[src/flash_protect_pkg.sv]
// package for the flash block-protect decoder
// assumes a 16-bit flash address space with flash ending at the top address
`default_nettype none
package flash_protect_pkg;

	// ----------------------------------------
	// address composition
	// ----------------------------------------
	localparam int          ADDR_W          = 16;
	localparam int          FIELD_W         = 8;
	localparam int          FIELD_LSB       = 6;
	localparam logic [1:0]  ADDR_TOP_BITS   = 2'h3;
	localparam logic [5:0]  ADDR_LOW_BITS   = 6'h00;
	localparam logic [15:0] FLASH_TOP_ADDR  = 16'hffff;
	localparam logic [7:0]  FIELD_ALL_MAX   = 8'hb8;
	localparam logic [7:0]  FIELD_NONE      = 8'hff;

	// ----------------------------------------
	// apb register map
	// ----------------------------------------
	localparam logic [7:0]  REG_START_OFF   = 8'h00;
	localparam logic [7:0]  REG_STATUS_OFF  = 8'h04;
	localparam logic [7:0]  REG_BASE_OFF    = 8'h08;
	localparam logic [7:0]  PROTECT_RESET   = 8'hff;
	localparam int          ST_HIT_BIT      = 0;
	localparam int          ST_ALL_BIT      = 1;
	localparam int          ST_NONE_BIT     = 2;

	// ----------------------------------------
	// program / erase request bundle
	// ----------------------------------------
	typedef struct packed {
		logic        valid;
		logic        erase;
		logic [15:0] addr;
	} nvm_req_t;

endpackage
`default_nettype wire

[src/flash_block_protect_decode.sv]
// flash block-protect decoder with apb read-back
// assumes the flash controller presents each program/erase request for one cycle
// and loads the protect byte from the array through a load strobe
// verdicts come one cycle after the request, so the caller must wait for them
`timescale 1ns/10ps
`default_nettype none

// Function
// - start address = 11, field, 000000
// - start address to top is protected
// - field 00..B8 protects whole array
// - field FF disables all protection
// - field FE gives start FF80
// - bus writes never change protect byte
module flash_block_protect_decode (
	// clock and reset
	input  wire logic                         core_clk,
	input  wire logic                         rst,
	// protect byte load from the flash array
	input  wire logic                         nvm_load,
	input  wire logic [7:0]                   nvm_byte,
	// program / erase requests
	input  wire flash_protect_pkg::nvm_req_t  op_req,
	output var  logic                         op_grant,
	output var  logic                         op_blocked,
	output var  logic                         protect_hit,
	// apb slave
	input  wire logic                         psel,
	input  wire logic                         penable,
	input  wire logic                         pwrite,
	input  wire logic [7:0]                   paddr,
	input  wire logic [31:0]                  pwdata,
	output var  logic [31:0]                  prdata,
	output var  logic                         pready,
	output var  logic                         pslverr
);

	// ----------------------------------------
	// protect byte storage
	// ----------------------------------------
	logic [7:0]  flash_protect_start_reg;
	logic [7:0]  flash_protect_start_next;

	// only the array load path may change it; apb writes are ignored
	assign flash_protect_start_next = nvm_load ? nvm_byte : flash_protect_start_reg;

	always_ff @(posedge core_clk or posedge rst) begin
		if (rst) begin
			flash_protect_start_reg <= flash_protect_pkg::PROTECT_RESET;
		end else begin
			flash_protect_start_reg <= flash_protect_start_next;
		end
	end

	// ----------------------------------------
	// protect byte checks
	// ----------------------------------------
	chk_load_take: assert property (@(posedge core_clk) disable iff (rst)
		nvm_load |=> flash_protect_start_reg == $past(nvm_byte))
		else $error("protect byte did not take the array value");

	// ----------------------------------------
	// start address decode
	// ----------------------------------------
	wire logic [15:0] start_addr;
	wire logic        protect_all;
	wire logic        protect_none;
	wire logic        addr_hit;

	assign start_addr   = {flash_protect_pkg::ADDR_TOP_BITS, flash_protect_start_reg,
	                       flash_protect_pkg::ADDR_LOW_BITS};
	assign protect_all  = flash_protect_start_reg <= flash_protect_pkg::FIELD_ALL_MAX;
	assign protect_none = flash_protect_start_reg == flash_protect_pkg::FIELD_NONE;
	// top of flash is the top of the space, so an upper bound test is always true
	assign addr_hit     = !protect_none && (protect_all || (op_req.addr >= start_addr
	                      && op_req.addr <= flash_protect_pkg::FLASH_TOP_ADDR));

	// ----------------------------------------
	// decode checks
	// ----------------------------------------
	chk_top_covered: assert property (@(posedge core_clk) disable iff (rst)
		op_req.valid && op_req.addr == flash_protect_pkg::FLASH_TOP_ADDR && !protect_none |=> op_blocked)
		else $error("top address of flash left open");

	// ----------------------------------------
	// request verdict, registered
	// ----------------------------------------
	logic grant_reg;
	logic blocked_reg;
	logic hit_reg;

	wire logic grant_next;
	wire logic blocked_next;
	wire logic hit_next;

	assign grant_next   = op_req.valid && !addr_hit;
	assign blocked_next = op_req.valid && addr_hit;
	// the last verdict stands until the next request, so software can read it later
	assign hit_next     = op_req.valid ? addr_hit : hit_reg;

	always_ff @(posedge core_clk or posedge rst) begin
		if (rst) begin
			grant_reg <= 1'b0;
		end else begin
			grant_reg <= grant_next;
		end
	end

	always_ff @(posedge core_clk or posedge rst) begin
		if (rst) begin
			blocked_reg <= 1'b0;
		end else begin
			blocked_reg <= blocked_next;
		end
	end

	always_ff @(posedge core_clk or posedge rst) begin
		if (rst) begin
			hit_reg <= 1'b0;
		end else begin
			hit_reg <= hit_next;
		end
	end

	assign op_grant    = grant_reg;
	assign op_blocked  = blocked_reg;
	assign protect_hit = hit_reg;

	// ----------------------------------------
	// request verdict checks
	// ----------------------------------------
	chk_grant_excl: assert property (@(posedge core_clk) disable iff (rst)
		!(op_grant && op_blocked))
		else $error("grant and block raised together");

	chk_one_verdict: assert property (@(posedge core_clk) disable iff (rst)
		op_req.valid |=> op_grant || op_blocked)
		else $error("request got no verdict");

	chk_no_spurious: assert property (@(posedge core_clk) disable iff (rst)
		!op_req.valid |=> !op_grant && !op_blocked)
		else $error("verdict without a request");

	chk_hit_hold: assert property (@(posedge core_clk) disable iff (rst)
		!op_req.valid |=> $stable(protect_hit))
		else $error("protect indication moved without a request");

	chk_hit_follows: assert property (@(posedge core_clk) disable iff (rst)
		op_req.valid |=> protect_hit == op_blocked)
		else $error("protect indication disagrees with block");

	chk_hit_none: assert property (@(posedge core_clk) disable iff (rst)
		op_req.valid && flash_protect_start_reg == flash_protect_pkg::FIELD_NONE |=> !protect_hit)
		else $error("erased field raised the protect indication");

	chk_hit_all: assert property (@(posedge core_clk) disable iff (rst)
		op_req.valid && flash_protect_start_reg <= flash_protect_pkg::FIELD_ALL_MAX |=> protect_hit)
		else $error("low field left an address unprotected");

	chk_vector_area: assert property (@(posedge core_clk) disable iff (rst)
		op_req.valid && flash_protect_start_reg == 8'hfe && op_req.addr >= 16'hff80 |=> op_blocked)
		else $error("vector area open with field fe");

	chk_vector_below: assert property (@(posedge core_clk) disable iff (rst)
		op_req.valid && flash_protect_start_reg == 8'hfe && op_req.addr < 16'hff80 |=> op_grant)
		else $error("area below ff80 blocked with field fe");

	// ----------------------------------------
	// apb slave: one wait-free access, read only
	// ----------------------------------------
	wire logic        apb_access;
	wire logic        sel_start;
	wire logic        sel_status;
	wire logic        sel_base;
	wire logic        addr_ok;
	wire logic [31:0] rd_mux;
	wire logic [31:0] rd_start;
	wire logic [31:0] rd_status;
	wire logic [31:0] rd_base;
	wire logic        rd_take;
	wire logic [31:0] prdata_next;
	wire logic        pready_next;
	wire logic        pslverr_next;
	logic [31:0]      prdata_reg;
	logic             pready_reg;
	logic             pslverr_reg;

	assign apb_access = psel && !penable;
	assign sel_start  = paddr == flash_protect_pkg::REG_START_OFF;
	assign sel_status = paddr == flash_protect_pkg::REG_STATUS_OFF;
	assign sel_base   = paddr == flash_protect_pkg::REG_BASE_OFF;
	assign addr_ok    = sel_start || sel_status || sel_base;
	assign rd_start   = {24'h00_0000, flash_protect_start_reg};
	assign rd_status  = {29'h0000_0000, protect_none, protect_all, hit_reg};
	assign rd_base    = {16'h0000, start_addr};
	assign rd_mux     = sel_start  ? rd_start :
	                    sel_status ? rd_status :
	                    sel_base   ? rd_base : 32'h0000_0000;
	assign rd_take    = apb_access && !pwrite;
	assign prdata_next  = rd_take ? rd_mux : 32'h0000_0000;
	assign pready_next  = apb_access;
	// writes are refused with an error and never touch the protect byte
	assign pslverr_next = apb_access && (pwrite || !addr_ok);

	// answer registered in setup so pready is high in the first access cycle
	always_ff @(posedge core_clk or posedge rst) begin
		if (rst) begin
			prdata_reg <= 32'h0000_0000;
		end else begin
			prdata_reg <= prdata_next;
		end
	end

	always_ff @(posedge core_clk or posedge rst) begin
		if (rst) begin
			pready_reg <= 1'b0;
		end else begin
			pready_reg <= pready_next;
		end
	end

	always_ff @(posedge core_clk or posedge rst) begin
		if (rst) begin
			pslverr_reg <= 1'b0;
		end else begin
			pslverr_reg <= pslverr_next;
		end
	end

	assign prdata  = prdata_reg;
	assign pready  = pready_reg;
	assign pslverr = pslverr_reg;

	// ----------------------------------------
	// apb checks
	// ----------------------------------------
	chk_apb_pulse: assert property (@(posedge core_clk) disable iff (rst)
		pready |=> !pready)
		else $error("pready stood longer than one cycle");

	chk_rdata_idle: assert property (@(posedge core_clk) disable iff (rst)
		!pready |-> prdata == 32'h0000_0000)
		else $error("read data driven outside an answer");

	chk_err_ready: assert property (@(posedge core_clk) disable iff (rst)
		pslverr |-> pready)
		else $error("error raised without pready");

	chk_write_refused: assert property (@(posedge core_clk) disable iff (rst)
		psel && !penable && pwrite |=> pslverr && prdata == 32'h0000_0000)
		else $error("apb write not refused");

	chk_read_start: assert property (@(posedge core_clk) disable iff (rst)
		psel && !penable && !pwrite && paddr == flash_protect_pkg::REG_START_OFF
		|=> prdata == {24'h00_0000, $past(flash_protect_start_reg)})
		else $error("protect byte read back wrongly");

	chk_status_read: assert property (@(posedge core_clk) disable iff (rst)
		psel && !penable && !pwrite && paddr == flash_protect_pkg::REG_STATUS_OFF
		|=> prdata == {29'h0000_0000, $past(protect_none), $past(protect_all), $past(hit_reg)})
		else $error("status read back wrongly");

	chk_base_read: assert property (@(posedge core_clk) disable iff (rst)
		psel && !penable && !pwrite && paddr == flash_protect_pkg::REG_BASE_OFF
		|=> prdata == {16'h0000, $past(start_addr)})
		else $error("start address read back wrongly");

	chk_unmapped_err: assert property (@(posedge core_clk) disable iff (rst)
		psel && !penable && !addr_ok |=> pslverr && prdata == 32'h0000_0000)
		else $error("unmapped access not refused");

	chk_read_ok: assert property (@(posedge core_clk) disable iff (rst)
		psel && !penable && !pwrite && addr_ok |=> pready && !pslverr)
		else $error("mapped read answered with an error");

	// ----------------------------------------
	// checks
	// ----------------------------------------
	chk_start_compose: assert property (@(posedge core_clk) disable iff (rst)
		start_addr[15:14] == 2'h3 && start_addr[5:0] == 6'h00 && start_addr[13:6] == flash_protect_start_reg)
		else $error("start address composed wrongly");
	chk_range_block: assert property (@(posedge core_clk) disable iff (rst)
		op_req.valid && flash_protect_start_reg > 8'hb8 && flash_protect_start_reg != 8'hff
		&& op_req.addr >= start_addr |=> op_blocked && !op_grant)
		else $error("address in protected range not blocked");
	chk_all_protect: assert property (@(posedge core_clk) disable iff (rst)
		op_req.valid && flash_protect_start_reg <= 8'hb8 |=> op_blocked)
		else $error("low field did not protect whole array");
	chk_none_protect: assert property (@(posedge core_clk) disable iff (rst)
		op_req.valid && flash_protect_start_reg == 8'hff |=> op_grant && !op_blocked)
		else $error("erased field still protects");
	chk_fe_start: assert property (@(posedge core_clk) disable iff (rst)
		flash_protect_start_reg == 8'hfe |-> start_addr == 16'hff80)
		else $error("field fe did not start at ff80");
	chk_bus_nowrite: assert property (@(posedge core_clk) disable iff (rst)
		!nvm_load |=> $stable(flash_protect_start_reg))
		else $error("protect byte changed without array load");
	chk_below_grant: assert property (@(posedge core_clk) disable iff (rst)
		op_req.valid && flash_protect_start_reg > 8'hb8 && op_req.addr < start_addr |=> op_grant)
		else $error("unprotected address was blocked");
	chk_verdict_excl: assert property (@(posedge core_clk) disable iff (rst)
		op_blocked |-> !op_grant && protect_hit && $past(op_req.valid))
		else $error("blocked without a request or with grant");
	chk_apb_ready: assert property (@(posedge core_clk) disable iff (rst)
		psel && !penable |=> pready)
		else $error("apb access not answered in first access cycle");

endmodule

`default_nettype wire

[config.mk]
export PLATFORM = sky130hd
export DESIGN_NAME = flash_block_protect_decode
export DESIGN_NICKNAME = d
export VERILOG_FILES = /design/src/flash_protect_pkg.sv /design/src/flash_block_protect_decode.sv
export SDC_FILE = /design/constraint.sdc
export NUM_CORES = 1
export LEC_CHECK = 0
export ABC_AREA = 1
export BUFFER_PORTS_ARGS = -buffer_cell sky130_fd_sc_hd__buf_4
export CORE_MARGIN = 5
export CORE_UTILIZATION = 37
export DETAILED_ROUTE_END_ITERATION = 6
export GPL_TIMING_DRIVEN = 1
export PLACE_DENSITY_LB_ADDON = 0.05
export SLEW_MARGIN = 40
export SYNTH_ARGS = -nofsm -noshare
export SYNTH_HDL_FRONTEND = slang
export SYNTH_SLANG_ARGS = --single-unit
[constraint.sdc]
create_clock -name core_clk -period 1.38 [get_ports core_clk]
set_input_delay 0.414 -clock core_clk [delete_from_list [all_inputs] [get_ports core_clk]]
set_output_delay 0.414 -clock core_clk [all_outputs]
set_load 0.02 [all_outputs]
; Yosys cells after proc, flatten, opt, wreduce, memory -nomap -nowiden
; Cells that the tools add are included.
[classes]
addsub = 0
mul = 0
div_mod_pow = 0
order_cmp = 3
eq_ne = 3
shift = 0
n_mux = 4
bitwise_logic = 0
n_reduce_logical = 17
[ops]
columns = op, n
row1 = $mux W16, 4
row2 = $ge A16 B16 Y1, 1
row3 = $le A16 B16 Y1 const B, 1
row4 = $eq A8 B3 Y1 const B, 1
row5 = $eq A8 B4 Y1 const B, 1
row6 = $eq A8 B8 Y1 const B, 1
row7 = $le A8 B8 Y1 const B, 1
row8 = $logic_not A8 Y1, 1
row9 = $logic_and A1 B1 Y1, 7
row10 = $logic_not A1 Y1, 5
row11 = $logic_or A1 B1 Y1, 4
[word_totals]
regBits = 29
latch_bits = 0
ram_bits = 0
rom_bits = 0
in_bits = 72
memories = 0

; Depth between registers and ports, before layout
; Gate-level depths: netlist of run 1.
[depth]
depth_word = 6
depth_mapped = 12
ltp_nobuf = 12

; Worst setup path after synthesis of run 1
; No wires, ideal clock.
[synth_path]
path_type = register to register
startpoint = register flash_protect_start_reg[7]
endpoint = register hit_reg, in the netlist protect_hit
setup_time_ns = 0.119
t_arrival_ns = 1.349
t_required_ns = 1.261
path_slack_ns = -0.088
path_stages_with_launch = 11
synth_period_minus_slack_ns = 1.468
path_cell_list = dfstp_2 -> inv_1 -> ha_1 -> nand2_1 -> nand2_1 -> a21oi_1 -> nand2_1 -> nand2_1 -> nand2_1 -> nand3_1 -> nand2_1
[synth_via]
elab_chain_cells = 4
word_cells_on_any_way = 7
classes_between = order compare: 2 / eq/ne: 1 / reduce/logical: 4
[synth_lines]
columns = element, line
row1 = "start, declared", flash_block_protect_decode.sv:41  ; logic [7:0] flash_protect_start_reg;
row2 = "start signal, assigned", flash_block_protect_decode.sv:49  ; flash_protect_start_reg <= flash_protect_pkg::PROTECT_RESET;
row3 = "start signal, assigned", flash_block_protect_decode.sv:51  ; flash_protect_start_reg <= flash_protect_start_next;
row4 = $ge A16 B16 Y1, flash_block_protect_decode.sv:75  ; assign addr_hit = !protect_none && (protect_all || (op_req.addr >= start_addr
row5 = $logic_and A1 B1 Y1, flash_block_protect_decode.sv:76  ; && op_req.addr <= flash_protect_pkg::FLASH_TOP_ADDR));
row6 = $logic_or A1 B1 Y1, flash_block_protect_decode.sv:75
row7 = $logic_and A1 B1 Y1 *, flash_block_protect_decode.sv:75
row8 = "end signal, assigned", flash_block_protect_decode.sv:121  ; hit_reg <= hit_next;
row9 = "end, declared", flash_block_protect_decode.sv:90  ; logic hit_reg;
; Mark *: on every way between the ends. The rest lies on a longest branch, timed or not.
; A chain may end at the register's enable or synchronous reset.

; Worst setup path after layout of run 1
; Ends and elaborated chain as after synthesis.

==> results of run 1 <==
[layer usage]
metal / vias up / global-route usage (%) / share of wire, %
li1: 669 / - / -
met1: 543 / 16.3 / 44
met2: 47 / 18.9 / 45
met3: 2 / 2.57 / 9.0
met4: 0 / 4.83 / 1.2
met5: - / 0 / 0
[kinds of logic after synthesis]
kind of cell    share of synthesized area [%]
simple gates                             24.5
compound gates                           6.41
fa+ha+maj                                6.58
other cells                             0.246
buf+inv                                  15.5
flops                                    46.7
[worst register-to-register path: stages, from the launching register on]
cell	delay [ns]
dfstp_2	0.55
inv_2	0.05
ha_4	0.21
nand2_1	0.06
nand2_1	0.06
a21oi_1	0.12
nand2_1	0.06
nand2_1	0.07
nand2_2	0.07
nand3_2	0.06
nand2_1	0.05
[cell usage after synthesis, types with 2 or more instances]
cell / count / area (sq um)
a21oi_1: 7 / 35.0
buf_4: 17 / 128
dfrtp_1: 20 / 500
dfstp_2: 8 / 210
ha_1: 8 / 100
inv_1: 24 / 90.1
inv_2: 4 / 15.0
nand2_1: 42 / 158
nand2_2: 2 / 12.5
nand3_1: 5 / 25.0
nor2_1: 12 / 45.0
nor2_2: 3 / 18.8
nor2_4: 3 / 33.8
nor3_1: 5 / 25.0
o21ai_0: 9 / 45.0
o21ai_2: 2 / 17.5
[cells in the final DEF (no fill, tap or decap)]
| cell type | netlist | layout |
|---|---|---|
| buf_4 | 17 | 75 |
| nand2_1 | 42 | 39 |
| dfrtp_1 | 20 | 20 |
| inv_1 | 24 | 17 |
| conb_1 | 1 | 16 |
| inv_2 | 4 | 11 |
| nor2_1 | 12 | 11 |
| o21ai_0 | 9 | 9 |
| dfstp_2 | 8 | 8 |
| a21oi_1 | 7 | 7 |
| ha_4 | 0 | 7 |
| nand2_2 | 2 | 5 |
| nor3_1 | 5 | 5 |
| nor2_2 | 3 | 4 |
| nand3_1 | 5 | 4 |
| clkbuf_8 | 0 | 4 |
| nor2_4 | 3 | 3 |
| nand3_2 | 1 | 2 |
| o21ai_2 | 2 | 2 |
| nor3_2 | 1 | 1 |
| nor3_4 | 1 | 1 |
| nand4_1 | 1 | 1 |
| and2_0 | 1 | 1 |
| nor2b_1 | 1 | 1 |
| ha_1 | 8 | 1 |
[per-stage QoR]
step / instances / area [sq um] / setup TNS [ns] / setup slack, ns / power [mW]
after CTS: 305 / 2230 / -0.231 / -0.0864 / 1.84
after global placement: 301 / 2120 / -0.399 / -0.159 / 1.33
after global routing: 305 / 2230 / -0.481 / -0.162 / 1.92
final: 305 / 2230 / -0.240 / -0.0878 / 1.82
after floorplan: 194 / 1630 / -0.119 / -0.0656 / 1.15
after detailed placement: 301 / 2120 / -0.411 / -0.161 / 1.33
[power by group through the flow]
| stage | logic, mW | clock network, mW | registers [mW] |
|---|---|---|---|
| 6_report | 0.448 | 0.488 | 0.887 |
| 5_1_grt | 0.503 | 0.530 | 0.892 |
| 4_1_cts | 0.452 | 0.503 | 0.888 |
| 3_5_place_dp | 0.428 | 0 | 0.901 |
| 3_3_place_gp | 0.425 | 0 | 0.901 |
| 2_1_floorplan | 0.235 | 0 | 0.916 |
[path summary, 6_finish.rpt]
kind                                                   startpoint                                      to  slack [ns]
max                        flash_protect_start_reg[7]$_DFFE_PP1P_                 protect_hit$_DFFE_PP0P_       -0.09
min                                                           rst                     prdata[5]$_DFF_PP0_        0.21
max reg2reg                flash_protect_start_reg[7]$_DFFE_PP1P_                 protect_hit$_DFFE_PP0P_       -0.09
min reg2reg                               protect_hit$_DFFE_PP0P_                 protect_hit$_DFFE_PP0P_        0.54
max in group asynchronous                                     rst  flash_protect_start_reg[0]$_DFFE_PP1P_        0.87
min in group core_clk                                     penable                        pready$_DFF_PP0_        0.30
[area by class of cell]
class | instances | area [sq um] | share of cell area [%]
clock buffer | 4 | 55.1 | 2.47
inverter | 28 | 105 | 4.71
multi-input combinational | 120 | 733 | 32.9
sequential | 28 | 711 | 31.9
tap | 50 | 62.6 | 2.81
timing repair buffer | 75 | 563 | 25.3
[repair_timing]
item                       in CTS  in global routing
pin swaps                      16                  1
setup buffers                   0                  0
setup endpoints to repair       3                  4
gates resized for setup        11                  0
cloned                          0                  0
==> run summary, run 1 <==
Leading register cell type out of synthesis: dfrtp_1
Die extent in x: 74.1 microns
Inserted Diodes: 0
Unrepaired setup endpoints after global routing: true
Tcrit/Tclk final: 106%
Effective utilization at floorplan: 38.0%
Flip-flop count of the largest register after layout: 15
Die outline area: 5490 sq um
DR vias: 1261
Crit path buffers/inverters: 1
FFs w/ async S/R, synth: 100%
Via-to-Cell Ratio: 4.13
Total I/O pin count: 109
Utilization of the core after routing: 55.7%
Number of global-route vias before repair: 1159
Share of cells above drive strength 1: 48.2%
Final Hold Vio Count: 0
Wire length of the first global-routing pass: 5090 microns
Min Hold Slack: 0.207 ns
Maximum number of buffers from clock root to sink: 2
Clock network power share: 26.8%
Number of buffers added by the clock tree synthesis step: 3
Max-capacitance violation count: 0
Worst Clk Skew: 0.00328 ns
Drt initial violations: 55
Warnings from Yosys: 0
Post-synthesis to final-layout area growth: 46.5%
Largest fanout on the critical path: 2
Largest net degree at the start of global routing: 29
Violations in the final reports: setup timing
Total of endpoints with negative setup slack in the final report: 3
Count of cell instances traversed by the critical path: 10
Crit-path max cell delay: 0.55 ns
Type of element capturing the critical path: register
Detail Placement HPWL: 2750 microns
Proportion of power drawn by flip-flops and latches: 48.7%
Highest attainable clock frequency: 0.681 GHz
Final slew viol count: 0
Detailed-routing iteration count for the pre-antenna-repair pass: 4
Number of buffers inserted by port buffering: 59
Number of rows in the core area: 23
Number of different library cells in the post-synthesis netlist: 24
Seq/Total Area, Yosys: 46.7%
Cell chosen for the clock root: clkbuf_8
Startpoint types: register
Hold-fix buffer count after cts: 0
Switching portion of total power: 26.8%
Fill cell total of the finished layout: 373
Weighted congestion reported at the end of routability-driven placement: 0.715
Synthesized area per cell: 8.50 sq um
Worst reg2reg path depth: 10
Critical path's most frequent cell: nand2_1
Number of H-tree levels: 1
Remaining design rule violation count: 0
Total power per unit cell area: 818 nW/um^2
Overall die height: 74.1 microns
Clock input transition at the sequential cells of the worst setup and hold paths: 0.09 ns
Power Internal: 1.33 mW
Antenna viol nets, final: 0
Arrival @ worst endpoint: 1.63 ns
Global-route usage over all layers: 12.1%
Synthesized flop and latch total: 28
Count of flip-flops with a built-in enable after synthesis: 0
Antenna violations before repair: 0
Congestion Overflow GR: 0
Type of the setup path with the least slack: reg2reg
Worst-skew pair later-pin latency: 0.27 ns
Least setup slack across all paths after layout: -0.0878 ns
Series of cell instances along the critical path: inv_2 > ha_4 > nand2_1 > nand2_1 > a21oi_1 > nand2_1 > nand2_1 > nand2_2 > nand3_2 > nand2_1
Crit path max-delay family: flip-flops
Cell leakage power: 1.16 nW
Cell area after synthesis: 1520 sq um
Gate count of the mapped netlist: 179
Worst-case vdd ir drop: 0.000383 V
Routed wirelength normalized by instance count: 10.7 microns
Share of total power in combinational logic: 24.6%
Net Switching: 489 uW
TritonCTS clock tree: done
Final net count: 336
Total core area: 4000 sq um
Required time of the worst setup path: 1.54 ns
CP max stage cell: dfstp_2
Outcome: finished, violations left
Total Wirelength: 3250 microns
Path category of the worst min-delay check: in2async
Post-layout minimum cycle time: 1.47 ns
TritonCTS sink count: 28
(Power assumes the default switching activity.)
==> run 2: changes to the inputs <==
- PLACE_DENSITY: default -> 0.82
- PLACE_DENSITY_LB_ADDON: 0.05 -> default
==> run 2 against run 1 <==
Compared with the run above: design area rose by 1.6%; die area stayed put; the run still ends with setup timing left; combinational power is 5.1% higher; clock-buffer cell count shrank 1; sequential power about the same; sequential share of layout area shrank 0.51 points; critical endpoint unchanged.
==> run summary, run 2 (synthesis results as in run 1) <==
Final net count: 336 (unchanged)
Cell leakage power: 1.17 nW (+0.93%)
Final design area excluding fillers: 2270 sq um (+1.6%)
Placed inst area: 2120 sq um (unchanged)
Antenna viol nets, final: 0 (unchanged)
Slack of the worst reg-to-reg path: -0.12 ns (-0.04 ns)
Series of cell instances along the critical path: inv_2 > ha_4 > nand2_1 > nand2_2 > a21oi_2 > nand2_1 > nand2_1 > nand2_2 > nand3_2 > nand2_1
Total I/O pin count: 109 (unchanged)
Via-to-Cell Ratio: 4.40 (+6.3%)
Total of endpoints with negative setup slack in the final report: 3 (unchanged)
DR vias: 1341 (+6.3%)
Worst reg2reg endpoint: protect_hit$_DFFE_PP0P_
Weighted congestion reported at the end of routability-driven placement: 0.768 (+7.5%)
Largest net degree at the start of global routing: 29 (unchanged)
Total power per unit cell area: 886 nW/um^2 (+8.3%)
Worst reg2reg path depth: 10 (unchanged)
Final Hold Vio Count: 0 (unchanged)
Final slew viol count: 0 (unchanged)
Required time of the worst setup path: 1.56 ns (+0.02 ns)
Global-route usage over all layers: 13.8% (+1.7 points)
Critical Path Source: flash_protect_start_reg[7]$_DFFE_PP1P_
Worst Clk Skew: 0.000742 ns (-0.00254 ns)
Cell chosen for the clock root: clkbuf_8
Min Hold Slack: 0.185 ns (-0.0214 ns)
Max-capacitance violation count: 0 (unchanged)
Antenna violations before repair: 0 (unchanged)
Total core area: 4000 sq um (unchanged)
Most common cell after layout, fill and taps aside: buf_4
Worst-case vdd ir drop: 0.000412 V (+7.5%)
Worst flop-to-flop path startpoint: flash_protect_start_reg[7]$_DFFE_PP1P_
Post-layout minimum cycle time: 1.50 ns (+0.0356 ns)
Drt initial violations: 49 (-11%)
Die outline area: 5490 sq um (unchanged)
Flip-flop count of the largest register after layout: 15 (unchanged)
Total Wirelength: 3640 microns (+12%)
Routed wirelength normalized by instance count: 11.9 microns (+12%)
Detail Placement HPWL: 2910 microns (+5.7%)
Path category of the worst min-delay check: in2async
Critical path's most frequent cell: nand2_1
Crit path buffers/inverters: 1 (unchanged)
Arrival @ worst endpoint: 1.68 ns (+0.05 ns)
Number of rows in the core area: 23 (unchanged)
CP max stage cell: dfstp_2
Remaining design rule violation count: 0 (unchanged)
Congestion Overflow GR: 0 (unchanged)
Effective utilization at floorplan: 38.0% (unchanged)
Number of buffers inserted by port buffering: 59 (unchanged)
Number of global-route vias before repair: 1350 (+16%)
Clock input transition at the sequential cells of the worst setup and hold paths: 0.09 ns (about the same)
Die extent in x: 74.1 microns (unchanged)
Post-Place Cells: 301 (unchanged)
Violations in the final reports: setup timing
TritonCTS clock tree: done
Overall die height: 74.1 microns (unchanged)
Post-synthesis to final-layout area growth: 48.9%
Type of the setup path with the least slack: reg2reg
Worst slack after detailed placement: -0.214 ns (-0.0529 ns)
Type of element capturing the critical path: register
Number of H-tree levels: 1 (unchanged)
Final standard cell count with taps included and fillers excluded: 305 (unchanged)
Detailed-routing iteration count for the pre-antenna-repair pass: 4 (unchanged)
Crit path max-delay family: flip-flops
TritonCTS sink count: 28 (unchanged)
Inserted Diodes: 0 (unchanged)
Unrepaired setup endpoints after global routing: true
Maximum number of buffers from clock root to sink: 2 (unchanged)
Number of buffers added by the clock tree synthesis step: 3 (unchanged)
Startpoint types: register
Least setup slack across all paths after layout: -0.123 ns (-0.0356 ns)
Tcrit/Tclk final: 109% (+2.6 points)
Worst-skew pair later-pin latency: 0.28 ns (about the same)
Outcome: finished, violations left
Wire length of the first global-routing pass: 5830 microns (+15%)
Largest fanout on the critical path: 2 (unchanged)
Commonest non-fill, non-tap cells in the layout: buf_4 (75), nand2_1 (38), dfrtp_1 (20)
Post-CTS Repair Setup Buffers: 0 (unchanged)
Crit-path max cell delay: 0.54 ns (about the same)
Share of cells above drive strength 1: 50.6% (+2.4 points)
Highest attainable clock frequency: 0.665 GHz (-2.4%)
## run 2: cell types whose count changed in the layout (fill, tap and decap cells not counted), sizes merged
cell,previous run,this run
clkbuf,4,3
bufinv,0,1
## run 2: worst max path at each step
stage | slack, ns | cells past startpoint | to
5_1_grt | -0.22 | 10 | protect_hit$_DFFE_PP0P_
2_1_floorplan | -0.07 | 10 | protect_hit$_DFFE_PP0P_
4_1_cts | -0.11 | 12 | protect_hit$_DFFE_PP0P_
3_5_place_dp | -0.21 | 12 | protect_hit$_DFFE_PP0P_
3_3_place_gp | -0.15 | 12 | protect_hit$_DFFE_PP0P_
6_report | -0.12 | 10 | protect_hit$_DFFE_PP0P_
## run 2: metal layers
layer  up-vias  wire length (microns)  global-route usage (%)
li1        671                      -                       -
met1       597                   1400                    16.4
met2        67                   1800                    23.6
met3         6                    403                    2.84
met4         0                     39                    6.84
met5         -                      0                       0
## run 2: worst reg2reg max path, cell delays in order (launching register included)
cell	delay (ns)
dfstp_2	0.54
inv_2	0.05
ha_4	0.23
nand2_1	0.07
nand2_2	0.06
a21oi_2	0.11
nand2_1	0.06
nand2_1	0.07
nand2_2	0.07
nand3_2	0.08
nand2_1	0.05
## run 2: report_power, final
part / leakage (nW) / internal [mW] / switching [mW]
sequential: 0.356 / 0.868 / 0.0196
combinational: 0.778 / 0.220 / 0.251
clock: 0.0357 / 0.389 / 0.260
## run 2: final cells by class
| cell class | instances | area, sq um |
|---|---|---|
| multi-input combinational | 120 | 751 |
| sequential | 28 | 711 |
| inverter | 28 | 108 |
| fill | 367 | 1730 |
| tap | 50 | 62.6 |
| clock buffer | 3 | 41.3 |
| timing repair buffer | 75 | 563 |
| clock inverter | 1 | 30.0 |
## run 2: stage by stage
step	total power [mW]	setup TNS, ns	util (%)
finish	2.01	-0.301	56.6
detailed placement	1.33	-0.580	53.0
global route	2.11	-0.641	56.6
floorplan	1.15	-0.119	-
global placement	1.32	-0.376	53.0
CTS	1.98	-0.284	55.7
## run 2: repair_timing
item,4_1_cts,5_1_grt
endpoints found under the setup margin,3,4
hold buffers,0,0
pin swaps,11,11
resized for setup,7,12
